### config.mk
export PLATFORM = sky130hd
export DESIGN_NAME = swprot_top
export DESIGN_NICKNAME = d
export VERILOG_FILES = /design/src/swprot_pkg.sv /design/src/swprot_top.sv /design/src/swprot_otemp.sv
export VERILOG_INCLUDE_DIRS = /design/src /design/src/src
export SDC_FILE = /design/constraint.sdc
export NUM_CORES = 1
export LEC_CHECK = 0
export BUFFER_PORTS_ARGS = -buffer_cell sky130_fd_sc_hd__buf_2
export CAP_MARGIN = 40
export CORE_MARGIN = 8
export CORE_UTILIZATION = 50
export CTS_CLUSTER_DIAMETER = 30
export CTS_CLUSTER_SIZE = 24
export DETAILED_ROUTE_END_ITERATION = 7
export PLACE_DENSITY = 0.68
export SLEW_MARGIN = 20
export SYNTH_ARGS = -nofsm -noshare
export SYNTH_HDL_FRONTEND = slang
export SYNTH_SLANG_ARGS = --single-unit
### constraint.sdc
create_clock -name ref_clk -period 3.4 [get_ports ref_clk]
set_input_delay 0.68 -clock ref_clk [delete_from_list [all_inputs] [get_ports ref_clk]]
set_output_delay 0.68 -clock ref_clk [all_outputs]
set_load 0.01 [all_outputs]
### src/swprot_params.svh
/*
  Constants for the switch protection sequencer: channel count, register
  offsets, field positions, reset values and protection timing counts.
  Assumes a 50 MHz ref_clk; cycle counts are derived from the times below.
*/
`ifndef SWPROT_PARAMS_SVH
`define SWPROT_PARAMS_SVH

// ==========================================================
// structure
`define SWP_NUM_CH          4
`define SWP_CNT_W           24

// ==========================================================
// register map (byte addresses, one word each)
`define SWP_ADDR_CTRL       8'h00
`define SWP_ADDR_STATUS     8'h04
`define SWP_ADDR_STATE      8'h08
`define SWP_CTRL_AUTOCLR    0
`define SWP_CTRL_RESET      1'b1
`define SWP_ST_OC_LSB       0
`define SWP_ST_CNS_LSB      4
`define SWP_ST_ALLSD_BIT    8
`define SWP_SV_ON_LSB       0
`define SWP_SV_LIM_LSB      4
`define SWP_SV_PEAK_LSB     8
`define SWP_SV_CLAMP_BIT    12
`define SWP_SV_HOT_BIT      13
`define SWP_SV_ALLSD_BIT    14

// ==========================================================
// protection times in ns, clock period in ns
`define SWP_CLK_NS             20
`define SWP_LIMIT_PULSE_NS     100000
`define SWP_RETRY_DELAY_NS     8000000
`define SWP_RETRY_PERIOD_NS    10000000
`define SWP_PROT_DURATION_NS   50000000
`define SWP_PEAK_TEST_NS       200000
`define SWP_PEAK_LIMIT_NS      25000000

// longest times round down, least times round up
`define SWP_LIMIT_PULSE_CYC    (`SWP_LIMIT_PULSE_NS / `SWP_CLK_NS)
`define SWP_RETRY_DELAY_CYC    ((`SWP_RETRY_DELAY_NS + `SWP_CLK_NS - 1) / `SWP_CLK_NS)
`define SWP_RETRY_PERIOD_CYC   ((`SWP_RETRY_PERIOD_NS + `SWP_CLK_NS - 1) / `SWP_CLK_NS)
`define SWP_PROT_DURATION_CYC  (`SWP_PROT_DURATION_NS / `SWP_CLK_NS)
`define SWP_PEAK_TEST_CYC      (`SWP_PEAK_TEST_NS / `SWP_CLK_NS)
`define SWP_PEAK_LIMIT_CYC     (`SWP_PEAK_LIMIT_NS / `SWP_CLK_NS)

`endif

### src/swprot_pkg.sv
/*
  Types shared by the switch protection sequencer.
  Assumes swprot_params.svh is on the include path.
*/
`include "swprot_params.svh"

package swprot_pkg;

  // ==========================================================
  // per-channel protection states, gray along the usual path
  typedef enum logic [2:0] {
    ST_OFF    = 3'h0,
    ST_ON     = 3'h1,
    ST_LIMIT  = 3'h3,
    ST_SHUT   = 3'h2,
    ST_PEAK   = 3'h6,
    ST_INRUSH = 3'h7
  } swprot_state_t;

  typedef logic [`SWP_NUM_CH-1:0] swprot_chmask_t;
  typedef logic [`SWP_CNT_W-1:0]  swprot_cnt_t;

endpackage : swprot_pkg

### src/swprot_top.sv
/*
  Multi-channel over-current / over-temperature protection sequencer with
  a small register port. One protection machine per channel.
  Assumes current and temperature comparators arrive as synchronous bits;
  channel control inputs are pins and are synchronised here.
*/
// Implementation choices: the strobed register port and the placing of the registers.
`timescale 1ns/100ps
`include "swprot_params.svh"

module swprot_top
  import swprot_pkg::*;
#(
  parameter swprot_pkg::swprot_cnt_t LIMIT_PULSE_CYC   = `SWP_CNT_W'(`SWP_LIMIT_PULSE_CYC),
  parameter swprot_pkg::swprot_cnt_t RETRY_DELAY_CYC   = `SWP_CNT_W'(`SWP_RETRY_DELAY_CYC),
  parameter swprot_pkg::swprot_cnt_t RETRY_PERIOD_CYC  = `SWP_CNT_W'(`SWP_RETRY_PERIOD_CYC),
  parameter swprot_pkg::swprot_cnt_t PROT_DURATION_CYC = `SWP_CNT_W'(`SWP_PROT_DURATION_CYC),
  parameter swprot_pkg::swprot_cnt_t PEAK_TEST_CYC     = `SWP_CNT_W'(`SWP_PEAK_TEST_CYC),
  parameter swprot_pkg::swprot_cnt_t PEAK_LIMIT_CYC    = `SWP_CNT_W'(`SWP_PEAK_LIMIT_CYC)
)
(
  input  wire logic                       ref_clk,
  input  wire logic                       resetn,
  // register port
  input  wire logic [7:0]                 reg_addr,
  input  wire logic [31:0]                reg_wdata,
  input  wire logic                       reg_write,
  input  wire logic                       reg_read,
  output logic [31:0]                     reg_rdata,
  // channel pins and comparators
  input  wire swprot_pkg::swprot_chmask_t channel_control_input,
  input  wire swprot_pkg::swprot_chmask_t over_detect,
  input  wire swprot_pkg::swprot_chmask_t over_peak,
  input  wire swprot_pkg::swprot_chmask_t overtemp_hit,
  input  wire swprot_pkg::swprot_chmask_t temp_released,
  output swprot_pkg::swprot_chmask_t      channel_switch_output,
  output swprot_pkg::swprot_chmask_t      current_limit_active,
  output swprot_pkg::swprot_chmask_t      peak_limit_select,
  output logic                            clamp_low_select,
  output swprot_pkg::swprot_chmask_t      overcurrent_shutdown_flag,
  output swprot_pkg::swprot_chmask_t      overtemp_constraint_flag,
  output logic                            overtemp_all_shutdown_flag
);

  // ==========================================================
  // declarations
  logic           auto_clear_enable;
  swprot_chmask_t ctrl_meta;
  swprot_chmask_t ctrl_sync;
  swprot_chmask_t hot;
  logic           any_hot;
  logic           all_shut;
  logic           wr_status;
  swprot_chmask_t clear_oc;
  swprot_chmask_t clear_cns;
  logic           clear_all_sd;
  swprot_chmask_t go_shut;
  swprot_chmask_t go_retry;
  swprot_chmask_t episode;

  swprot_state_t  state      [`SWP_NUM_CH];
  swprot_state_t  next_state [`SWP_NUM_CH];
  swprot_cnt_t    step_cnt   [`SWP_NUM_CH];
  swprot_cnt_t    period_cnt [`SWP_NUM_CH];
  swprot_cnt_t    dur_cnt    [`SWP_NUM_CH];

  // ==========================================================
  // control pins cross in through two flops
  always_ff @(posedge ref_clk)
  begin
    if (!resetn)
    begin
      ctrl_meta <= '0;
      ctrl_sync <= '0;
    end
    else
    begin
      ctrl_meta <= channel_control_input;
      ctrl_sync <= ctrl_meta;
    end
  end

  // ==========================================================
  // register writes
  assign wr_status    = reg_write && (reg_addr == `SWP_ADDR_STATUS);
  assign clear_oc     = wr_status ? reg_wdata[`SWP_ST_OC_LSB +: `SWP_NUM_CH] : '0;
  assign clear_cns    = wr_status ? reg_wdata[`SWP_ST_CNS_LSB +: `SWP_NUM_CH] : '0;
  assign clear_all_sd = wr_status && reg_wdata[`SWP_ST_ALLSD_BIT];

  // auto clear resets to on
  always_ff @(posedge ref_clk)
  begin
    if (!resetn)
      auto_clear_enable <= `SWP_CTRL_RESET;
    else if (reg_write && (reg_addr == `SWP_ADDR_CTRL))
      auto_clear_enable <= reg_wdata[`SWP_CTRL_AUTOCLR];
  end

  // ==========================================================
  // register reads, data valid only in the cycle after the strobe
  always_ff @(posedge ref_clk)
  begin
    if (!resetn)
      reg_rdata <= '0;
    else if (!reg_read)
      reg_rdata <= '0;
    else
    begin
      reg_rdata <= '0;
      unique case (reg_addr)
        `SWP_ADDR_CTRL:
          reg_rdata[`SWP_CTRL_AUTOCLR] <= auto_clear_enable;
        `SWP_ADDR_STATUS:
        begin
          reg_rdata[`SWP_ST_OC_LSB +: `SWP_NUM_CH]  <= overcurrent_shutdown_flag;
          reg_rdata[`SWP_ST_CNS_LSB +: `SWP_NUM_CH] <= overtemp_constraint_flag;
          reg_rdata[`SWP_ST_ALLSD_BIT]              <= overtemp_all_shutdown_flag;
        end
        `SWP_ADDR_STATE:
        begin
          reg_rdata[`SWP_SV_ON_LSB +: `SWP_NUM_CH]   <= channel_switch_output;
          reg_rdata[`SWP_SV_LIM_LSB +: `SWP_NUM_CH]  <= current_limit_active;
          reg_rdata[`SWP_SV_PEAK_LSB +: `SWP_NUM_CH] <= peak_limit_select;
          reg_rdata[`SWP_SV_CLAMP_BIT]               <= clamp_low_select;
          reg_rdata[`SWP_SV_HOT_BIT]                 <= any_hot;
          reg_rdata[`SWP_SV_ALLSD_BIT]               <= all_shut;
        end
        default:
          reg_rdata <= '0; // unmapped reads as zero
      endcase
    end
  end

  // ==========================================================
  // over-temperature supervision shared by all channels
  swprot_otemp u_otemp (
    .ref_clk                    (ref_clk),
    .resetn                     (resetn),
    .overtemp_hit               (overtemp_hit),
    .temp_released              (temp_released),
    .auto_clear_enable          (auto_clear_enable),
    .clear_cns                  (clear_cns),
    .clear_all_sd               (clear_all_sd),
    .hot                        (hot),
    .all_shut                   (all_shut),
    .clamp_low_select           (clamp_low_select),
    .overtemp_constraint_flag   (overtemp_constraint_flag),
    .overtemp_all_shutdown_flag (overtemp_all_shutdown_flag)
  );

  // one hot channel holds every channel back
  assign any_hot = |hot;

  // ==========================================================
  // per-channel protection machines
  genvar i;
  generate
    for (i = 0; i < `SWP_NUM_CH; i++)
    begin : g_ch

      // next state; comparator bits are used as-is, already synchronous
      always_comb
      begin
        next_state[i] = state[i];
        go_shut[i]    = 1'b0;
        go_retry[i]   = 1'b0;
        if (all_shut)
          next_state[i] = ST_OFF;
        else
        begin
          unique case (state[i])
            ST_OFF:
              if (ctrl_sync[i] && !any_hot)
                next_state[i] = ST_ON;
            ST_ON:
              if (!ctrl_sync[i])
                next_state[i] = ST_OFF;
              else if (over_detect[i])
                next_state[i] = ST_LIMIT;
            ST_LIMIT:
              if (!ctrl_sync[i])
                next_state[i] = ST_OFF;
              else if (!over_detect[i])
                next_state[i] = ST_ON;
              else if (dur_cnt[i] >= PROT_DURATION_CYC - 1'b1)
                next_state[i] = ST_PEAK;
              else if (step_cnt[i] >= LIMIT_PULSE_CYC - 1'b1)
              begin
                next_state[i] = ST_SHUT;
                go_shut[i]    = 1'b1;
              end
            ST_PEAK:
              if (!ctrl_sync[i])
                next_state[i] = ST_OFF;
              else if (!over_detect[i])
                next_state[i] = ST_ON;
              else if (!over_peak[i])
                next_state[i] = ST_INRUSH;
              else if (step_cnt[i] >= PEAK_TEST_CYC - 1'b1)
              begin
                next_state[i] = ST_SHUT;
                go_shut[i]    = 1'b1;
              end
            ST_INRUSH:
              if (!ctrl_sync[i])
                next_state[i] = ST_OFF;
              else if (!over_detect[i])
                next_state[i] = ST_ON;
              else if (step_cnt[i] >= PEAK_LIMIT_CYC - 1'b1)
              begin
                next_state[i] = ST_SHUT;
                go_shut[i]    = 1'b1;
              end
            ST_SHUT:
              // load is not looked at while shut
              if ((step_cnt[i] >= RETRY_DELAY_CYC - 1'b1) &&
                  (period_cnt[i] >= RETRY_PERIOD_CYC - 1'b1))
              begin
                if (!ctrl_sync[i])
                  next_state[i] = ST_OFF;
                else if (!any_hot)
                begin
                  next_state[i] = ST_ON;
                  go_retry[i]   = 1'b1;
                end
              end
            default:
              next_state[i] = ST_OFF;
          endcase
        end
      end

      // state and registered switch controls
      always_ff @(posedge ref_clk)
      begin
        if (!resetn)
        begin
          state[i]                 <= ST_OFF;
          channel_switch_output[i] <= 1'b0;
          current_limit_active[i]  <= 1'b0;
          peak_limit_select[i]     <= 1'b0;
        end
        else
        begin
          state[i]                 <= next_state[i];
          channel_switch_output[i] <= (next_state[i] != ST_OFF) && (next_state[i] != ST_SHUT);
          current_limit_active[i]  <= (next_state[i] == ST_LIMIT) || (next_state[i] == ST_PEAK) ||
                                      (next_state[i] == ST_INRUSH);
          peak_limit_select[i]     <= (next_state[i] == ST_PEAK) || (next_state[i] == ST_INRUSH);
        end
      end

      // time spent in the present state, saturating
      always_ff @(posedge ref_clk)
      begin
        if (!resetn)
          step_cnt[i] <= '0;
        else if (next_state[i] != state[i])
          step_cnt[i] <= '0;
        else if (step_cnt[i] != '1)
          step_cnt[i] <= step_cnt[i] + 1'b1;
      end

      // retry period runs from each limiting attempt
      always_ff @(posedge ref_clk)
      begin
        if (!resetn)
          period_cnt[i] <= '0;
        else if ((state[i] == ST_ON) && (next_state[i] == ST_LIMIT))
          period_cnt[i] <= '0;
        else if (period_cnt[i] != '1)
          period_cnt[i] <= period_cnt[i] + 1'b1;
      end

      // episode spans repeated attempts until the load recovers
      always_ff @(posedge ref_clk)
      begin
        if (!resetn)
          episode[i] <= 1'b0;
        else if ((next_state[i] == ST_OFF) || ((state[i] == ST_ON) && !over_detect[i]))
          episode[i] <= 1'b0;
        else if (next_state[i] == ST_LIMIT)
          episode[i] <= 1'b1;
      end

      // protection duration, restarted after each failed peak test
      always_ff @(posedge ref_clk)
      begin
        if (!resetn)
          dur_cnt[i] <= '0;
        else if (!episode[i] || ((state[i] != ST_LIMIT) && go_shut[i]))
          dur_cnt[i] <= '0;
        else if (dur_cnt[i] != '1)
          dur_cnt[i] <= dur_cnt[i] + 1'b1;
      end

      // shutdown flag: set wins over both clears
      always_ff @(posedge ref_clk)
      begin
        if (!resetn)
          overcurrent_shutdown_flag[i] <= 1'b0;
        else if (go_shut[i])
          overcurrent_shutdown_flag[i] <= 1'b1;
        else if ((auto_clear_enable && go_retry[i]) || clear_oc[i])
          overcurrent_shutdown_flag[i] <= 1'b0;
      end

    end
  endgenerate

endmodule : swprot_top

### src/swprot_otemp.sv
/*
  Over-temperature supervisor: per-channel hot state and constraint flags,
  the all-channel shutdown and the low clamp select.
  Assumes the temperature comparator bits are synchronous to ref_clk.
*/
`timescale 1ns/100ps
`include "swprot_params.svh"

module swprot_otemp
  import swprot_pkg::*;
(
  input  wire logic                 ref_clk,
  input  wire logic                 resetn,
  input  wire swprot_pkg::swprot_chmask_t overtemp_hit,
  input  wire swprot_pkg::swprot_chmask_t temp_released,
  input  wire logic                 auto_clear_enable,
  input  wire swprot_pkg::swprot_chmask_t clear_cns,
  input  wire logic                 clear_all_sd,
  output swprot_pkg::swprot_chmask_t      hot,
  output logic                      all_shut,
  output logic                      clamp_low_select,
  output swprot_pkg::swprot_chmask_t      overtemp_constraint_flag,
  output logic                      overtemp_all_shutdown_flag
);

  swprot_chmask_t next_hot;
  logic           next_all_shut;

  // ==========================================================
  // hysteresis per channel
  genvar i;
  generate
    for (i = 0; i < `SWP_NUM_CH; i++)
    begin : g_ch
      always_comb
      begin
        next_hot[i] = hot[i];
        if (overtemp_hit[i])
          next_hot[i] = 1'b1;
        else if (temp_released[i])
          next_hot[i] = 1'b0;
      end

      // hardware set wins over any clear
      always_ff @(posedge ref_clk)
      begin
        if (!resetn)
          overtemp_constraint_flag[i] <= 1'b0;
        else if (overtemp_hit[i])
          overtemp_constraint_flag[i] <= 1'b1;
        else if ((auto_clear_enable && temp_released[i]) || clear_cns[i])
          overtemp_constraint_flag[i] <= 1'b0;
      end
    end
  endgenerate

  // shutdown only when overtemp_hit is high on every channel in the same cycle, held until all release
  always_comb
  begin
    next_all_shut = all_shut;
    if (&overtemp_hit)
      next_all_shut = 1'b1;
    else if (&temp_released)
      next_all_shut = 1'b0;
  end

  // ==========================================================
  // state registers
  always_ff @(posedge ref_clk)
  begin
    if (!resetn)
    begin
      hot              <= '0;
      all_shut         <= 1'b0;
      clamp_low_select <= 1'b0;
    end
    else
    begin
      hot              <= next_hot;
      all_shut         <= next_all_shut;
      clamp_low_select <= (|next_hot) | next_all_shut;
    end
  end

  // global flag, set wins over clear
  always_ff @(posedge ref_clk)
  begin
    if (!resetn)
      overtemp_all_shutdown_flag <= 1'b0;
    else if (&overtemp_hit)
      overtemp_all_shutdown_flag <= 1'b1;
    else if ((auto_clear_enable && &temp_released) || clear_all_sd)
      overtemp_all_shutdown_flag <= 1'b0;
  end

endmodule : swprot_otemp

==> results of run 1 <==
==> routing by layer <==
metal,track usage,wire (µm),vias up
met4,0.0710,1200,4
met3,0.0452,3000,91
li1,-,-,7857
met5,0,36,-
met2,0.296,20900,450
met1,0.266,21300,7608
==> state kept, by name, indices dropped and copies added, names as in the netlist <==
| register | count |
|---|---|
| reg_rdata | 15 |
| period_cnt | 96 |
| state | 12 |
| u_otemp.hot | 4 |
| current_limit_active | 4 |
| u_otemp.all_shut | 1 |
| u_otemp.overtemp_constraint_flag | 4 |
| ctrl_meta | 4 |
| u_otemp.clamp_low_select | 1 |
| channel_switch_output | 4 |
| u_otemp.overtemp_all_shutdown_flag | 1 |
| overcurrent_shutdown_flag | 4 |
| auto_clear_enable | 1 |
| dur_cnt | 96 |
| episode | 4 |
| ctrl_sync | 4 |
| step_cnt | 96 |
| peak_limit_select | 4 |
==> cell families (layout without fill, tap and decap cells) <==
logic type / count (synthesis) / in the layout / synth area share
other: 1 / 19 / 0.000185
AOI/OAI and AO/OA: 207 / 207 / 0.0729
adders and majority gates: 13 / 13 / 0.00804
muxes: 3 / 3 / 0.00167
and+or+nand+nor: 1102 / 1102 / 0.275
DFF: 355 / 355 / 0.494
buffers and inverters: 145 / 344 / 0.0334
xor gates and xnor gates: 264 / 264 / 0.115
==> cell type report <==
type | instances | area share
Sequential cell | 355 | 0.412
Multi-Input combinational cell | 1606 | 0.398
Clock buffer | 99 | 0.0933
Timing Repair Buffer | 136 | 0.0357
Tap cell | 525 | 0.0271
Clock inverter | 59 | 0.0263
Inverter | 50 | 0.00774
Antenna cell | 2 | 0.000206
==> where the power goes <==
part	total (mW)	switching, mW	internal [mW]
logic	0.298	0.189	0.110
registers	4.77	0.0563	4.71
clock network	8.06	2.60	5.46
total	13.1	2.84	10.3
==> metrics by stage <==
| stage | total power, mW | hold slack [ps] | util | area [µm²] |
|---|---|---|---|---|
| 2_1_floorplan | 5.04 | 412 | - | 20300 |
| 3_5_place_dp | 5.14 | 418 | 0.536 | 21300 |
| 3_3_place_gp | 5.13 | 420 | 0.536 | 21300 |
| 4_1_cts | 13.3 | 283 | 0.609 | 24200 |
| 6_report | 13.1 | 317 | 0.609 | 24200 |
| 5_1_grt | 13.5 | 309 | 0.609 | 24200 |
==> worst reg2reg max path: stages, from the launching register on <==
cell and delay (ps):
edfxtp_1 420, ha_1 270, and4_1 240, o211ai_1 190
a31oi_1 120, nor3_1 380, o311ai_0 280, a211oi_1 270
o211ai_1 170, or3_1 350, buf_4 210
==> cell usage after synthesis, drive strengths merged (4+ instances only) <==
cell type / n
and2: 29
xor2: 154
nand2: 183
a41oi: 4
or2: 19
inv: 49
xnor2: 110
clkbuf: 55
nor4: 61
a22o: 8
nand4: 58
nand3: 140
buf: 40
or4: 14
nor3: 105
and3: 60
nor4b: 5
nor2: 363
a31oi: 14
o21ai: 42
a21oi: 39
nand3b: 5
edfxtp: 288
o311ai: 6
o21a: 4
and4: 16
o31ai: 13
a2111oi: 5
nor3b: 6
dfxtp: 67
nand2b: 8
o211ai: 14
a211o: 10
ha: 13
nor2b: 8
a21o: 4
a211oi: 10
or3: 11
==> how the worst max path moves through the flow <==
| stage | startpoint | endpoint | slack, ps |
|---|---|---|---|
| 6_report | period_cnt[0][0] | step_cnt[0][16] | 230 |
| 5_1_grt | step_cnt[0][0] | dur_cnt[0][14] | 20 |
| 4_1_cts | step_cnt[1][6] | step_cnt[1][9] | 180 |
| 3_5_place_dp | period_cnt[0][0] | step_cnt[0][0] | 210 |
| 3_3_place_gp | dur_cnt[1][0] | step_cnt[1][0] | 250 |
| 2_1_floorplan | period_cnt[3][0] | step_cnt[3][0] | 90 |
==> cells in the final DEF (no fill, tap or decap), types with 7 or more instances in the layout <==
master / synthesis / layout
edfxtp_1: 288 / 288
xnor2_1: 110 / 110
buf_2: 14 / 77
nor2_1: 363 / 363
inv_6: 0 / 8
nand2_1: 183 / 183
o211ai_1: 12 / 12
o31ai_1: 12 / 12
clkbuf_1: 55 / 8
and2_1: 28 / 28
xor2_1: 153 / 153
clkinvlp_4: 0 / 17
inv_1: 49 / 49
bufinv_16: 0 / 9
or2_2: 13 / 13
a22o_1: 8 / 8
a211o_1: 10 / 10
nor4_1: 49 / 48
ha_1: 13 / 13
nor3_2: 20 / 22
nor4_2: 11 / 12
nor2b_1: 8 / 8
dfxtp_1: 67 / 67
or4_1: 13 / 13
clkinv_2: 0 / 12
conb_1: 1 / 17
o21ai_0: 36 / 36
nand2b_1: 8 / 8
nand3_1: 139 / 139
a31oi_1: 14 / 14
and4_1: 15 / 15
clkbuf_16: 0 / 87
nor3_1: 85 / 83
or3_1: 11 / 11
and3_1: 60 / 60
clkinv_4: 0 / 7
buf_4: 18 / 56
a21oi_1: 37 / 37
a211oi_1: 10 / 10
nand4_1: 58 / 58
==> repair_timing <==
item | in CTS | in global routing
endpoints found under the setup margin | 0 | 32
buffers inserted | 0 | 0
endpoints found under the hold margin | 0 | 0
resized for setup | 0 | 2
==> impl_metrics.tcl, run 1 <==
set metrics [dict create \
    gp_congestion 0.893 \
    cp.arrival_ps 3500 \
    clock_skew_ps 25.3 \
    dp_slack_ps 208 \
    tns_ps 0 \
    cp_slowest_cell "edfxtp_1" \
    dp_hpwl_um 32100 \
    status "finished clean" \
    core_area_um2 39800 \
    yosys_warnings 0 \
    multi_input_area_um2 9640 \
    synth_area_per_cell_um2 9.67 \
    period_needed_ps 3170 \
    placement.io_buffers 77 \
    final-setup-viol-count 0 \
    post_drt_wl_per_cell_um 16.4 \
    postRouteAntennaNets 0 \
    crit_chain "ha_1, and4_1, o211ai_1, a31oi_1, nor3_1, o311ai_0, a211oi_1, o211ai_1, or3_1, buf_4" \
    crit_family "compound AO/OA/AOI/OAI gates" \
    cp_num_cells 10 \
    ys_ff_latch 355 \
    path_clk_slew_ps 40 \
    routed_wl_um 46500 \
    cts_hold_buffers 0 \
    insertion_delay_ps 600 \
    drc 0 \
    r2r-start "period_cnt[0][0]" \
    cp_num_buf_inv 1 \
    irDropWorstVdd_uv 464 \
    hold_end "ctrl_meta[1]" \
    cp_common_cell "o211ai_1" \
    reg2reg_slack_ps 230 \
    worstMarginPinSlew_ps 792 \
    p_per_area_nw_per_um2 541 \
    via_count 16000 \
    async_flop_share 0 \
    clockRootBuffer "clkbuf_16" \
    seq_area_um2 9990 \
    die_area_um2 47100 \
    antenna_found_initial 3 \
    worst_setup_path_start_kind "register" \
    worstSetupPathType "reg -> reg" \
    io_pins 118 \
    finalCritPeriodShare 0.932 \
    hold_class "in -> reg" \
    finalHoldViolations 0 \
    dr.pass1.iters 5 \
    clock_path_buffers 3 \
    cts_tree "yes" \
    slowest_delay_ps 420 \
    cts_buffers 84 \
    grt_pass1_wl_um 76200 \
    vias_per_cell 5.65 \
    yosysUniqueCellTypes 95 \
    rr_endpoint "step_cnt[0][16]" \
    dp_cells 2672 \
    area_growth_syn_to_layout_pct 19.9 \
    timing.final.ws_setup_ps 231 \
    synth-main-ff-cell "edfxtp_1" \
    netlist_instances 2090 \
    initial_core_util 0.508 \
    yosysTopAreaCell "edfxtp_1" \
    required_ps 3730 \
    hp-start "channel_control_input[1]" \
    grt_max_degree 35 \
    ff2ff_path_depth 10 \
    grt_pass1_vias 15300 \
    cts_max_level 3 \
    clock_sinks 355 \
    synth_area_leaders "edfxtp_1, nor2_1, dfxtp_1" \
    final_max_slew_viol_count 0 \
    fill_cells 3362 \
    drv_cap 0 \
    p_leak_nw 9.09 \
    die_y_um 217 \
    synth_edf_count 288 \
    first_iter_violations 1033 \
    final_cells 2832 \
    rsz0062_at_grt "false" \
    slew_headroom 0.467 \
    ys_seq_area_frac 0.494 \
    synth_area_um2 20200 \
    row_count 73 \
    dieWidth_um 217 \
    min_path_cells 2 \
    layout.nets 2310 \
    grt_overflow_total 0 \
    synth_top_cell_area_share 0.428 \
    cp-end-kind "register" \
    layout-drive-gt1-share 0.154 \
    fmax_mhz 316 \
    grt.total_usage 0.194 \
    crit_fanout 14 \
]
No activity file was read; power rests on OpenSTA's default activity.
==> inputs of run 2 (changes only) <==
--- a/config.mk
+++ b/config.mk
@@ -14,6 +14,7 @@
 export CTS_CLUSTER_SIZE = 24
 export DETAILED_ROUTE_END_ITERATION = 7
 export PLACE_DENSITY = 0.68
+export RECOVER_POWER = 50
 export SLEW_MARGIN = 20
 export SYNTH_ARGS = -nofsm -noshare
 export SYNTH_HDL_FRONTEND = slang
==> run 2 against run 1 <==
Net effect: fmax down 0.44%; the flow now finishes with violations (capacitance limit, slew limit); largest power group unchanged; sequential power hardly changed; final cell count hardly changed; design area is 0.61% lower; global-route usage unchanged; hold slack improved by 3.0 ps; highest routed layer unchanged.
==> impl_metrics.tcl, run 2 (synthesized netlist as in run 1, its figures left out) <==
set metrics [dict create \
    final_common_cell "nor2_1" \
    dp_hpwl_um 32100 \
    cp.arrival_ps 3510 \
    drv_cap 1 \
    pwr-share-clk 0.614 \
    placed_cell_area_um2 21300 \
    tns_ps 0 \
    intPower_mw 10.3 \
    rsz0062_at_grt "false" \
    reg_top3 "dur_cnt (96), period_cnt (96), step_cnt (96)" \
    fill_cells 3409 \
    insertion_delay_ps 600 \
    cts_buffers 84 \
    hp-start "channel_control_input[1]" \
    switching_share 0.216 \
    io_pins 118 \
    fmax_mhz 314 \
    irDropWorstVdd_uv 465 \
    p_sw_mw 2.84 \
    core_area_um2 39800 \
    grt_pass1_vias 15300 \
    drc 0 \
    grt_pass1_wl_um 76200 \
    cts_max_level 3 \
    cp-end-kind "register" \
    dr.pass1.iters 5 \
    postRouteAntennaNets 0 \
    dieWidth_um 217 \
    period_needed_ps 3180 \
    setup.worst_path.start "period_cnt[0][0]" \
    routed_wl_um 46600 \
    min_path_cells 2 \
    post_drt_wl_per_cell_um 16.4 \
    final-setup-viol-count 0 \
    die_area_um2 47100 \
    hold_slack_ps 320 \
    cts_tree "yes" \
    row_count 73 \
    placement.io_buffers 77 \
    grt.total_usage 0.194 \
    r2r-start "period_cnt[0][0]" \
    area_growth_syn_to_layout_pct 19.2 \
    hold_class "in -> reg" \
    ff2ff_path_depth 10 \
    violations "capacitance limit, slew limit" \
    grt_max_degree 35 \
    postLayoutCellArea_um2 24100 \
    path_clk_slew_ps 40 \
    final_cell_mix "nor2_1, edfxtp_1, nand2_1, xor2_1, nand3_1" \
    p_leak_nw 8.86 \
    layout-drive-gt1-share 0.129 \
    clock_sinks 355 \
    gp_congestion 0.893 \
    crit_fanout 14 \
    p_per_area_nw_per_um2 544 \
    clockRootBuffer "clkbuf_16" \
    grt_overflow_total 0 \
    clock_path_buffers 3 \
    worstMarginPinSlew_ps 1660 \
    via_count 16000 \
    antenna_found_initial 3 \
    finalCritPeriodShare 0.936 \
    worst_setup_path_start_kind "register" \
    power_frac_seq 0.364 \
    layout.nets 2310 \
    multi_input_area_um2 9610 \
    slew_headroom -0.107 \
    die_y_um 217 \
    required_ps 3730 \
    power_mw 13.1 \
    clock_skew_ps 24.7 \
    finalHoldViolations 0 \
    worstSetupPathType "reg -> reg" \
    status "finished, violations left" \
    cts_setup_buffers 0 \
    seq_area_um2 9990 \
    final_max_slew_viol_count 35 \
    vias_per_cell 5.66 \
    first_iter_violations 1094 \
    initial_core_util 0.508 \
    pwr-share-comb 0.022 \
]
run 2: repair_timing:
item	4_1_cts	5_1_grt
gates resized for setup	0	2
endpoints found under the hold margin	0	0
hold buffers	0	0
setup endpoints to repair	0	32
run 2: per-layer routing:
| layer | share of wire | vias to the layer above | GRT usage |
|---|---|---|---|
| met5 | 0.00039 | - | 0 |
| met4 | 0.027 | 2 | 0.0710 |
| met3 | 0.066 | 99 | 0.0452 |
| met2 | 0.45 | 448 | 0.296 |
| met1 | 0.46 | 7614 | 0.266 |
| li1 | - | 7863 | - |
run 2: cell type report:
type | instances | area share
clock buffer | 99 | 0.0939
inverter | 50 | 0.00779
sequential | 355 | 0.415
timing repair buffer | 136 | 0.0308
multi-input combinational | 1606 | 0.399
tap | 525 | 0.0273
antenna | 3 | 0.000312
clock inverter | 59 | 0.0264
run 2: power groups by stage:
| stage | clock, mW | sequential, mW | combinational [mW] |
|---|---|---|---|
| 3_3_place_gp | 0 | 4.84 | 0.292 |
| 4_1_cts | 8.19 | 4.77 | 0.298 |
| 6_report | 8.06 | 4.77 | 0.293 |
| 5_1_grt | 8.41 | 4.77 | 0.327 |
| 3_5_place_dp | 0 | 4.84 | 0.296 |
| 2_1_floorplan | 0 | 4.83 | 0.208 |
run 2: final timing paths:
path              slack, ps         endpoint
setup / recovery        220  step_cnt[0][16]
setup reg to reg        220  step_cnt[0][16]
hold reg to reg         420     ctrl_sync[2]
hold / removal          320     ctrl_meta[1]
run 2: through the flow:
step	utilization	setup WS, ps	instances
final	0.605	217	2833
after global routing	0.605	21.2	2830
after CTS	0.609	176	2830
after detailed placement	0.536	208	2672
after global placement	0.536	251	2672
after floorplan	-	92.4	2106
run 2: worst max-delay path: stages, from the launching register on:
cell      delay (ps)
edfxtp_1         420
ha_1             270
and4_1           240
o211ai_1         190
a31oi_1          120
nor3_1           390
o311ai_0         280
a211oi_1         270
o211ai_1         170
or3_1            350
buf_4            210
